[src/inc/dac_cmd_params.svh]
// Constants for the quad DAC write command decoder
`ifndef DAC_CMD_PARAMS_SVH
`define DAC_CMD_PARAMS_SVH

// ----------------------------------------------------------------
// Command byte fields
// ----------------------------------------------------------------
`define CT_HI 7
`define CT_LO 5
`define WF_HI 4
`define WF_LO 3
`define CS_HI 2
`define CS_LO 1
`define UPDATE_INHIBIT_BIT_POS 0
`define FAST_HI 7
`define FAST_LO 6
`define CT_FAST 2'h0
`define CT_MULTI 3'h2
`define CT_ADDR 3'h3
`define CT_VREF 3'h4
`define CT_PD 3'h5
`define CT_GAIN 3'h6
`define WF_MULTI 2'h0
`define WF_SEQ 2'h2
`define WF_SINGLE 2'h3

// ----------------------------------------------------------------
// Data byte fields
// ----------------------------------------------------------------
`define D_VREF 7
`define D_PD_HI 6
`define D_PD_LO 5
`define D_GAIN 4
`define D_CODE_HI 3
`define D_CODE_LO 0
`define ADDR_HI 4
`define ADDR_LO 2
`define LAST_CHAN 2'h3

// ----------------------------------------------------------------
// Reset values and timing
// ----------------------------------------------------------------
`define RST_ADDR 3'h0
`define RST_INHIBIT 4'hF
`define CLK_PERIOD_NS 10
`define NVM_PROG_TIME_NS 25000000
`define NVM_PROG_CYCLES (`NVM_PROG_TIME_NS / `CLK_PERIOD_NS)
`define NVM_CNT_W 22

`endif

[src/inc/dac_cmd_pkg.sv]
// Types for the quad DAC write command decoder
`default_nettype none
package dac_cmd_pkg;

  typedef enum logic [3:0] {
    S_CMD = 4'h0,
    S_FAST_HI = 4'h1,
    S_FAST_LO = 4'h2,
    S_CH_HI = 4'h3,
    S_CH_LO = 4'h4,
    S_CFG_PD2 = 4'h5,
    S_ADDR_NEW = 4'h6,
    S_ADDR_CONF = 4'h7,
    S_SKIP = 4'h8
  } dec_state_t;

  typedef logic [3:0][11:0] code_arr_t;
  typedef logic [3:0][1:0] pd_arr_t;
  typedef logic [3:0][15:0] nvm_arr_t;

  typedef struct packed {
    dec_state_t st;
    logic [1:0] chan;
    logic [1:0] wfunc;
    logic update_inhibit_bit_cmd;
    logic [3:0] hi_cfg;
    logic [3:0] hi_code;
    logic [3:0] pend;
    logic [2:0] new_addr;
    logic addr_ok;
    logic addr_commit;
    logic prog_start;
    logic [2:0] load_strobe_n_sync;
    logic load_strobe_n_lo;
    code_arr_t in_code;
    logic [3:0] in_vref;
    logic [3:0] in_gain;
    pd_arr_t in_pd;
    logic [3:0] in_update_inhibit_bit;
    logic [3:0] in_fast;
    code_arr_t out_code;
    nvm_arr_t nvm;
    logic [2:0] addr;
    logic [2:0] nvm_addr;
    logic ready;
  } dec_regs_t;

endpackage : dac_cmd_pkg
`default_nettype wire

[src/core/nvm_prog_timer.sv]
// Busy timer for nonvolatile programming
`timescale 1ns/1ps
`default_nettype none
`include "dac_cmd_params.svh"
module nvm_prog_timer #(
  parameter logic [`NVM_CNT_W-1:0] PROG_CYCLES = `NVM_CNT_W'(`NVM_PROG_CYCLES)
) (
  // Clock and reset
  input wire logic mclk_i,
  input wire logic rst_i,
  // Control
  input wire logic start_i,
  output logic busy_o
);

  logic [`NVM_CNT_W-1:0] cnt_q;

  always_ff @(posedge mclk_i) begin
    if (rst_i) begin
      cnt_q <= '0;
      busy_o <= 1'b0;
    end else if (start_i) begin
      cnt_q <= PROG_CYCLES;
      busy_o <= 1'b1;
    end else if (cnt_q != '0) begin
      cnt_q <= cnt_q - 1'b1;
      busy_o <= (cnt_q != `NVM_CNT_W'(1));
    end
  end

endmodule : nvm_prog_timer
`default_nettype wire

[src/core/quad_dac_write_command_decoder.sv]
// Write command decoder for a quad 12-bit DAC
// Overview of operation
// RULE1: Fast write loads A to D, no NVM
// RULE2: Fast write latches per channel, ignores function
// RULE3: Fast write output follows load strobe only
// RULE4: Multi-write stores one selected channel per group
// RULE5: Sequential write from selected channel to D
// RULE6: Sequential: registers per channel, NVM at end
// RULE7: Single write: register and NVM together
// RULE8: Address command stores new address, NVM too
// RULE9: Reference command sets all channels' reference bit
// RULE10: Gain command sets all channels' gain bit
// RULE11: Power-down command sets all channels' bits
// RULE12: Other writes update on strobe or inhibit low
// RULE13: NVM programming holds ready flag low
// RULE14: Unlisted codes do nothing
// RULE15: Command fields sit in the upper bits
`timescale 1ns/1ps
`default_nettype none
`include "dac_cmd_params.svh"
module quad_dac_write_command_decoder #(
  parameter logic [`NVM_CNT_W-1:0] NVM_PROG_CYCLES =
    `NVM_CNT_W'(`NVM_PROG_CYCLES)
) (
  // Clock and reset
  input wire logic mclk_i,
  input wire logic rst_i,
  // Received byte stream after the address byte
  input wire logic start_i,
  input wire logic stop_i,
  input wire logic byte_ack_i,
  input wire logic [7:0] byte_i,
  // Load strobe pin
  input wire logic load_strobe_n_i,
  // Channel input registers
  output var dac_cmd_pkg::code_arr_t in_code_o,
  output logic [3:0] in_vref_o,
  output logic [3:0] in_gain_o,
  output var dac_cmd_pkg::pd_arr_t in_pd_o,
  output logic [3:0] update_inhibit_bit_o,
  // Analog output codes
  output var dac_cmd_pkg::code_arr_t out_code_o,
  // Nonvolatile image and status
  output var dac_cmd_pkg::nvm_arr_t nvm_o,
  output logic [2:0] bus_addr_o,
  output logic [2:0] nvm_addr_o,
  output logic nvm_ready_flag_o
);

  dac_cmd_pkg::dec_regs_t s_q;
  dac_cmd_pkg::dec_regs_t s_d;
  logic busy;

  // Channel image word as kept in the nonvolatile store
  function automatic logic [15:0] nvm_word(input dac_cmd_pkg::dec_regs_t r,
                                           input logic [1:0] c);
    nvm_word = {r.in_vref[c], r.in_pd[c], r.in_gain[c], r.in_code[c]};
  endfunction : nvm_word

  nvm_prog_timer #(
    .PROG_CYCLES(NVM_PROG_CYCLES)
  ) u_timer (
    .mclk_i(mclk_i),
    .rst_i(rst_i),
    .start_i(s_q.prog_start),
    .busy_o(busy)
  );

  always_comb begin
    logic take;
    logic [2:0] ct;
    take = 1'b0;
    ct = byte_i[`CT_HI:`CT_LO];
    s_d = s_q;
    s_d.prog_start = 1'b0;
    s_d.ready = ~busy & ~s_q.prog_start;
    // ----------------------------------------------------------------
    // Load strobe pin synchroniser
    // ----------------------------------------------------------------
    s_d.load_strobe_n_sync = {s_q.load_strobe_n_sync[1:0], ~load_strobe_n_i};
    if (s_q.load_strobe_n_sync[1] == s_q.load_strobe_n_sync[2]) begin
      s_d.load_strobe_n_lo = s_q.load_strobe_n_sync[2];
    end
    // ----------------------------------------------------------------
    // Byte decode; nothing is taken while programming
    // ----------------------------------------------------------------
    // Ready lags the start pulse by a cycle, so block that cycle too
    take = byte_ack_i & s_q.ready & ~s_q.prog_start; // see RULE13
    if (start_i) begin
      s_d.st = dac_cmd_pkg::S_CMD;
      s_d.addr_ok = 1'b0;
    end else if (take) begin
      unique case (s_q.st)
        dac_cmd_pkg::S_CMD, dac_cmd_pkg::S_FAST_HI: begin
          s_d.hi_cfg = byte_i[7:4];
          s_d.hi_code = byte_i[`D_CODE_HI:`D_CODE_LO];
          if (s_q.st == dac_cmd_pkg::S_FAST_HI) begin
            s_d.st = dac_cmd_pkg::S_FAST_LO;
          end else if (byte_i[`FAST_HI:`FAST_LO] == `CT_FAST) begin
            s_d.chan = 2'h0; // see RULE1
            s_d.st = dac_cmd_pkg::S_FAST_LO; // see RULE15
          end else begin
            s_d.wfunc = byte_i[`WF_HI:`WF_LO]; // see RULE15
            s_d.chan = byte_i[`CS_HI:`CS_LO];
            s_d.update_inhibit_bit_cmd = byte_i[`UPDATE_INHIBIT_BIT_POS];
            s_d.pend = 4'h0;
            unique case (ct)
              `CT_MULTI: begin
                if (byte_i[`WF_HI:`WF_LO] == `WF_MULTI ||
                    byte_i[`WF_HI:`WF_LO] == `WF_SEQ ||
                    byte_i[`WF_HI:`WF_LO] == `WF_SINGLE) begin
                  s_d.st = dac_cmd_pkg::S_CH_HI;
                end else begin
                  s_d.st = dac_cmd_pkg::S_SKIP; // see RULE14
                end
              end
              `CT_ADDR: begin
                // Only the device whose strobe went low is addressed
                s_d.addr_ok = s_q.load_strobe_n_lo &
                  (byte_i[`ADDR_HI:`ADDR_LO] == s_q.addr); // see RULE8
                s_d.st = dac_cmd_pkg::S_ADDR_NEW;
              end
              `CT_VREF: begin
                s_d.in_vref = byte_i[3:0]; // see RULE9
                s_d.st = dac_cmd_pkg::S_SKIP;
              end
              `CT_GAIN: begin
                s_d.in_gain = byte_i[3:0]; // see RULE10
                s_d.st = dac_cmd_pkg::S_SKIP;
              end
              `CT_PD: begin
                s_d.in_pd[0] = byte_i[3:2]; // see RULE11
                s_d.in_pd[1] = byte_i[1:0];
                s_d.st = dac_cmd_pkg::S_CFG_PD2;
              end
              default: s_d.st = dac_cmd_pkg::S_SKIP; // see RULE14
            endcase
          end
        end
        dac_cmd_pkg::S_FAST_LO: begin
          // Write function bits are not looked at here
          s_d.in_code[s_q.chan] = {s_q.hi_code, byte_i}; // see RULE2
          s_d.in_pd[s_q.chan] = s_q.hi_cfg[`FAST_LO-4 +: 2];
          s_d.in_fast[s_q.chan] = 1'b1; // see RULE3
          s_d.chan = s_q.chan + 2'h1;
          s_d.st = (s_q.chan == `LAST_CHAN) ? dac_cmd_pkg::S_SKIP :
                   dac_cmd_pkg::S_FAST_HI;
        end
        dac_cmd_pkg::S_CH_HI: begin
          s_d.hi_cfg = byte_i[7:4];
          s_d.hi_code = byte_i[`D_CODE_HI:`D_CODE_LO];
          s_d.st = dac_cmd_pkg::S_CH_LO;
        end
        dac_cmd_pkg::S_CH_LO: begin
          s_d.in_code[s_q.chan] = {s_q.hi_code, byte_i}; // see RULE4
          s_d.in_vref[s_q.chan] = s_q.hi_cfg[`D_VREF-4];
          s_d.in_pd[s_q.chan] = s_q.hi_cfg[`D_PD_LO-4 +: 2];
          s_d.in_gain[s_q.chan] = s_q.hi_cfg[`D_GAIN-4];
          s_d.in_update_inhibit_bit[s_q.chan] = s_q.update_inhibit_bit_cmd;
          s_d.in_fast[s_q.chan] = 1'b0;
          unique case (s_q.wfunc)
            `WF_SEQ: begin
              s_d.pend = s_q.pend | (4'h1 << s_q.chan); // see RULE6
              s_d.chan = s_q.chan + 2'h1; // see RULE5
              s_d.st = dac_cmd_pkg::S_CH_HI;
              if (s_q.chan == `LAST_CHAN) begin
                s_d.prog_start = 1'b1; // see RULE13
                s_d.st = dac_cmd_pkg::S_SKIP;
              end
            end
            `WF_SINGLE: begin
              s_d.pend = 4'h1 << s_q.chan; // see RULE7
              s_d.prog_start = 1'b1;
              s_d.st = dac_cmd_pkg::S_SKIP;
            end
            default: s_d.st = dac_cmd_pkg::S_CMD; // see RULE4
          endcase
        end
        dac_cmd_pkg::S_CFG_PD2: begin
          s_d.in_pd[2] = byte_i[7:6];
          s_d.in_pd[3] = byte_i[5:4];
          s_d.st = dac_cmd_pkg::S_SKIP;
        end
        dac_cmd_pkg::S_ADDR_NEW: begin
          s_d.new_addr = byte_i[`ADDR_HI:`ADDR_LO];
          s_d.addr_ok = s_q.addr_ok & s_q.load_strobe_n_lo;
          s_d.st = dac_cmd_pkg::S_ADDR_CONF;
        end
        dac_cmd_pkg::S_ADDR_CONF: begin
          s_d.addr_ok = s_q.addr_ok & s_q.load_strobe_n_lo &
            (byte_i[`ADDR_HI:`ADDR_LO] == s_q.new_addr);
          s_d.st = dac_cmd_pkg::S_SKIP;
        end
        default: s_d.st = dac_cmd_pkg::S_SKIP;
      endcase
    end
    // Address takes effect only after the stop condition
    if (stop_i && s_q.addr_ok && s_q.st == dac_cmd_pkg::S_SKIP) begin
      s_d.addr = s_q.new_addr; // see RULE8
      s_d.nvm_addr = s_q.new_addr;
      s_d.addr_ok = 1'b0;
      s_d.prog_start = 1'b1; // see RULE13
    end
    // ----------------------------------------------------------------
    // Deferred nonvolatile copy, done all at once
    // ----------------------------------------------------------------
    if (s_q.prog_start) begin
      for (int c = 0; c < 4; c++) begin
        if (s_q.pend[c]) begin
          s_d.nvm[c] = nvm_word(s_q, 2'(c)); // see RULE6
        end
      end
      s_d.pend = 4'h0;
    end
    // ----------------------------------------------------------------
    // Output update per channel
    // ----------------------------------------------------------------
    for (int c = 0; c < 4; c++) begin
      // Fast-written channels wait for the strobe alone
      if (s_q.load_strobe_n_lo || (!s_q.in_update_inhibit_bit[c] && !s_q.in_fast[c])) begin
        s_d.out_code[c] = s_q.in_code[c]; // see RULE3 see RULE12
      end
    end
  end

  always_ff @(posedge mclk_i) begin
    if (rst_i) begin
      s_q <= '0;
      s_q.st <= dac_cmd_pkg::S_CMD;
      s_q.addr <= `RST_ADDR;
      s_q.nvm_addr <= `RST_ADDR;
      s_q.in_update_inhibit_bit <= `RST_INHIBIT;
    end else begin
      s_q <= s_d;
    end
  end

  assign in_code_o = s_q.in_code;
  assign in_vref_o = s_q.in_vref;
  assign in_gain_o = s_q.in_gain;
  assign in_pd_o = s_q.in_pd;
  assign update_inhibit_bit_o = s_q.in_update_inhibit_bit;
  assign out_code_o = s_q.out_code;
  assign nvm_o = s_q.nvm;
  assign bus_addr_o = s_q.addr;
  assign nvm_addr_o = s_q.nvm_addr;
  assign nvm_ready_flag_o = s_q.ready;

endmodule : quad_dac_write_command_decoder
`default_nettype wire

[config.mk]
export PLATFORM = sky130hd
export DESIGN_NAME = quad_dac_write_command_decoder
export DESIGN_NICKNAME = d
export VERILOG_FILES = /design/src/inc/dac_cmd_pkg.sv /design/src/core/nvm_prog_timer.sv /design/src/core/quad_dac_write_command_decoder.sv
export VERILOG_INCLUDE_DIRS = /design/src /design/src/inc
export SDC_FILE = /design/constraint.sdc
export NUM_CORES = 1
export LEC_CHECK = 0
export CAP_MARGIN = 20
export CORE_MARGIN = 1
export CORE_UTILIZATION = 36
export CTS_CLUSTER_DIAMETER = 120
export DETAILED_ROUTE_END_ITERATION = 6
export DONT_BUFFER_PORTS = 1
export REMOVE_ABC_BUFFERS = 1
export SKIP_CTS_REPAIR_TIMING = 1
export SLEW_MARGIN = 10
export SYNTH_ARGS = -nofsm -noshare
export SYNTH_HDL_FRONTEND = slang
export SYNTH_SLANG_ARGS = --single-unit
[constraint.sdc]
create_clock -name mclk_i -period 2.27 [get_ports mclk_i]
set_clock_uncertainty 0.2 [all_clocks]
set_input_delay 0.3405 -clock mclk_i [delete_from_list [all_inputs] [get_ports mclk_i]]
set_output_delay 0.3405 -clock mclk_i [all_outputs]
set_load 0.01 [all_outputs]
# --- Yosys cells after proc, flatten, opt, wreduce, memory -nomap -nowiden ---
# Cells that the tools add are included.
op_classes:
  addsub: 2
  n_mul: 0
  div: 0
  magnitude_cmp: 2
  eq_ne: 30
  shifts: 1
  muxes: 55
  n_bitwise: 16
  n_reduce_logical: 54
op_table:
  columns: ["cell", "n"]
  rows:
  - ["bitwise mux 48 bit", 1]
  - ["two-way mux 22 bit", 2]
  - ["two-way mux 4 bit", 11]
  - ["case mux 4 bit (3 select lines)", 3]
  - ["case mux 4 bit (2 select lines)", 4]
  - ["demux 12 bit (select 2 bit)", 1]
  - ["AND reduction 6 bit", 4]
  - ["!= test 22 x 1 -> 1 bit (second input constant)", 1]
  - ["nonzero test 22 bit", 1]
  - ["subtractor 22 x 1 -> 22 bit (second input constant)", 1]
  - ["case mux 4 bit (5 select lines)", 1]
  - ["two-way mux 6 bit", 3]
  - ["AND reduction 3 bit", 6]
  - ["bitwise mux 8 bit", 2]
  - ["== test 4 x 3 -> 1 bit (second input constant)", 4]
  - ["two-way mux 8 bit", 2]
  - ["case mux 8 bit (2 select lines)", 1]
  - ["AND reduction 5 bit", 3]
  - ["bitwise mux 4 bit", 3]
  - ["two-way mux 12 bit", 1]
  - ["two-way mux 1 bit", 11]
  - ["== test 2 bit (second input constant)", 5]
  - ["== test 3 bit (second input constant)", 3]
  - ["nonzero test 3 bit", 3]
  - ["other kinds (35)", 83]
totals:
  regBits: 241
  latch_bits: 0
  ramBits: 0
  rom_bits: 0
  inputBits: 14
  output_inout_bits: 187
  wordCells: 197
  mem_count: 0

# --- Depth between registers and ports, before layout ---
logic_depth:
  depth_word: 10
  mapped_depth: 8
  mapped_depth_nobuf: 7

# --- Modules after synthesis ---
# From an unflattened synthesis, not the netlist that was laid out.
hier_totals:
  cells_unflattened: 1406
  area_unflattened_um2: 11242.0
by_module_without_submodules:
  columns: ["module", "n_inst", "cells_per_inst", "area_per_inst_um2"]
  rows:
  - ["quad_dac_write_command_decoder", 1, 1265, 10003.3]
  - ["nvm_prog_timer", 1, 141, 1238.7]

# --- Least setup slack after synthesis ---
# Ideal clock, no wire load.
synth_path:
  path_type: "reg-to-reg"
  start: "register u_timer.cnt_q[0]"
  end: "register u_timer.cnt_q[4]"
  setup_ns: 0.128
  arrival_time_ns: 1.884
  required_ns: 1.942
  path_slack_ns: 0.059
  stages_incl_launch_ff: 8
  period_less_slack_ns: 2.211
  path_cell_list: "dfxtp_1 > inv_1 > ha_1 > or3b_2 > or4_4 > o211ai_1 > xor2_1 > nor2_1"
synth_via:
  elab_chain_cells: 1
  word_cells_on_any_way: 2
synth_lines:
  columns: ["item", "line", "source"]
  rows:
  - ["start, declared", "nvm_prog_timer.sv:16", "logic [`NVM_CNT_W-1:0] cnt_q;"]
  - ["start signal, assigned", "nvm_prog_timer.sv:26", "cnt_q <= cnt_q - 1'b1;"]
  - ["subtractor 22 x 1 -> 22 bit / nonzero test 22 bit (equally long branches)", "nvm_prog_timer.sv:26, nvm_prog_timer.sv:25", null]
# Parallel ways exist; a longest one is shown, timed or not.
# A chain may end at the register's enable or synchronous reset.

# --- Worst setup path after layout ---
layout_path:
  start: "register u_timer.cnt_q[13]"
  end: "register u_timer.cnt_q[21]"
layout_via:
  elab_chain_cells: 3
  word_cells_on_any_way: 5
layout_lines:
  columns: ["item", "line", "source"]
  rows:
  - ["subtractor 22 x 1 -> 22 bit", "nvm_prog_timer.sv:26", null]
  - ["two-way mux 22 bit", "nvm_prog_timer.sv:25", "end else if (cnt_q != '0) begin"]
  - ["two-way mux 22 bit", "nvm_prog_timer.sv:22", "end else if (start_i) begin"]
# Parallel ways exist; a longest one is shown, timed or not. The select of a mux whose other input is x is not followed.

==> results.yml <==
status:
  status: "finished with violations"
  violations: "negative hold slack"
sta:
  hold_viol: 75
  max_freq_mhz: 445
  tightestPinTransition_ns: 1.04
  post-route-min-period_ns: 2.25
  rsz0062_at_grt: "yes"
  setup_violations: 0
  relSlewSlack: 0.306
  min_period_over_period: 0.990
  drv_slew: 0
  finalHoldWorstSlack_ns: -0.260
floorplan:
  coreArea_mm2: 0.0305
  rows: 64
  dieHeight_um: 178
  die_x_um: 178
  io_pins: 201
  initial_core_util: 0.366
  die_area_mm2: 0.0317
critical_path:
  worstPathMaxFanout: 5
  crit_chain: "buf_4 > or4_1 > or4b_1 > nor3_2 > xnor2_1 > a21oi_1"
  slowest_delay_ns: 0.57
  required_ns: 2.46
  r2r_end: "u_timer.cnt_q[21]"
  critPathKind: "reg -> reg"
  r2r_slack_ns: 0.02
  critPathSlowestCell: "or4_1"
  r2r-start: "u_timer.cnt_q[13]"
  critPathLaunchType: "register"
  critPathTopFamily: "simple AND/OR/NAND/NOR gates"
  end_kind: "register"
  crit_arrival_ns: 2.44
  crit_buf_inv: 1
  ff2ff_path_depth: 6
yosys:
  synth_top_area_frac: 0.432
  synthTopCellsByArea: "dfxtp_1, buf_4, nand2_1, a21oi_1, mux2i_1"
  synth_edf_count: 0
  syn_inst: 1366
  syn_area_mm2: 0.0112
  ys.warnings.count: 0
  synth_seq_area_share: 0.432
  synth_area_leader_cell: "dfxtp_1"
  ys_seq_elements: 241
  synthFlopType: "dfxtp_1"
  synth_cell_types: 67
  syn_avg_cell_area_um2: 8.17
  synth_commonest_cells: "nand2_1, dfxtp_1, buf_4"
  async_flop_share: 0
  post-synth-top-count-cell: "nand2_1"
route:
  firstDrtPassIters: 5
  drc: 0
  vias_per_cell: 5.12
  num_vias: 8571
  wl_per_cell_um: 18.5
  drt-initial-drc-count: 649
  ant_nets: 0
  finalWirelength_um: 30900
cts:
  cts_made_buffers: 28
  clk_pin_slew_ns: 0.06
  cts_sinks: 241
  h-tree-depth: 1
  cts_tree: "yes"
  worstSkewPairLatency_ns: 0.56
  cts_buffer_depth: 3
  clock-root-buffer: "clkbuf_16"
global_route:
  grtUsageTotal: 0.175
  antenna_found_initial: 0
  gr-total-overflow: 0
  grt_pass1_wl_um: 43200
  grt_max_degree: 223
  grt_pass1_vias: 7397
run:
  maxCapViolations: 0
cells_and_area:
  fin_util: 0.399
  final_cells: 1674
  layout-drive-gt1-share: 0.109
  num-fill-cells: 3139
  antennaDiodeCount: 0
  fin_nets: 1282
  syn2layout_area_growth_pct: 9.05
  final_design_area_no_fill_mm2: 0.0122
pwr:
  p_switching_mw: 3.12
  peakVddDrop_mv: 0.584
  p_int_mw: 8.02
  p_leak_nw: 4.56
  p_comb_frac: 0.193
  power_frac_seq: 0.412
  power_density_mw_per_mm2: 915
  clockPowerShare: 0.395
  switching_share: 0.280
placement:
  gp_congestion: 0.873
  dpl.hpwl_um: 19200
  placed_cells: 1540
  numPortBuffers: 0
  postPlaceCellArea_mm2: 0.0103
hold_path:
  hold_path.class: "in -> reg"
  hold_end: "s_q[218]"
  hp-start: "rst_i"
  hold-path-cell-count: 1
-- power by group through the flow --
stage	registers (mW)	logic, mW	clock network (mW)
after floorplan	4.66	1.36	0
after global placement	4.65	1.85	0
after detailed placement	4.66	1.88	0
after CTS	4.57	1.90	4.51
after global routing	4.61	2.37	4.69
final	4.59	2.15	4.40
-- kinds of logic (layout without fill, tap and decap cells) --
logic type	count (synthesis)	count (layout)	synth area share
buf+inv	287	199	0.162
flops	241	241	0.432
simple gates	496	496	0.198
fa+ha+maj	7	7	0.00785
compound gates	267	267	0.142
mux	44	44	0.0397
xor+xnor	24	24	0.0188
-- metal layers --
| metal | track usage | vias up | wire [um] |
|---|---|---|---|
| li1 | - | 4160 | - |
| met1 | 0.231 | 4047 | 13000 |
| met2 | 0.277 | 311 | 14500 |
| met3 | 0.0396 | 53 | 2590 |
| met4 | 0.0602 | 0 | 828 |
| met5 | 0 | - | 0 |
-- cell type report --
cell class	count	area, um^2	area share
multi-input combinational	838	4610	0.379
inverter	14	52.6	0.00432
tap	396	495	0.0407
sequential	241	4830	0.397
timing repair buffer	138	1290	0.106
clock inverter	14	158	0.0130
clock buffer	33	739	0.0608
-- cell usage in the layout, fill, tap and decap left out, types with 6 or more instances in the layout --
cell,n
a211oi_1,18
a21oi_1,164
a22o_1,8
a22oi_1,8
and2_1,6
buf_4,49
clkbuf_16,28
clkinv_2,8
dfxtp_1,239
dlygate4sd3_1,85
ha_1,7
inv_1,14
mux2i_1,42
nand2_1,298
nand3_1,11
nor2_1,91
nor2b_1,9
nor3_1,14
nor3b_1,7
o21ai_0,17
or2_2,10
xnor2_1,17
xor2_1,7
-- how the worst max path moves through the flow --
stage | start | end | slack [ns] | depth (start not counted)
2_1_floorplan | s_q[195] | register | -0.34 | 3
3_3_place_gp | u_timer.cnt_q[0] | u_timer.cnt_q[6] | 0.06 | 7
3_5_place_dp | s_q[220] | in_vref_o[0] | -0.0002 | 5
4_1_cts | s_q[220] | in_vref_o[0] | -0.01 | 5
5_1_grt | s_q[195] | nvm_o[44] | -0.04 | 5
6_report | u_timer.cnt_q[13] | u_timer.cnt_q[21] | 0.02 | 6
-- stage by stage --
| stage | total power [mW] | setup TNS [ns] | setup slack, ns |
|---|---|---|---|
| 4_1_cts | 11.0 | -0.0287 | -0.0133 |
| 5_1_grt | 11.7 | -0.206 | -0.0365 |
| 3_3_place_gp | 6.50 | 0 | 0.0573 |
| 6_report | 11.1 | 0 | 0.0226 |
| 2_1_floorplan | 6.01 | -10.16 | -0.338 |
| 3_5_place_dp | 6.54 | -0.000242 | -0.000242 |
-- flip-flops by register name, summed over array words and instances (netlist names), 8 cells and up, named ones only --
| name | cells |
|---|---|
| in_pd_o | 8 |
| u_timer.cnt_q | 22 |
| s_q | 28 |
| out_code_o | 48 |
| nvm_o | 64 |
| in_code_o | 48 |
No activity file was read; power rests on OpenSTA's default activity.
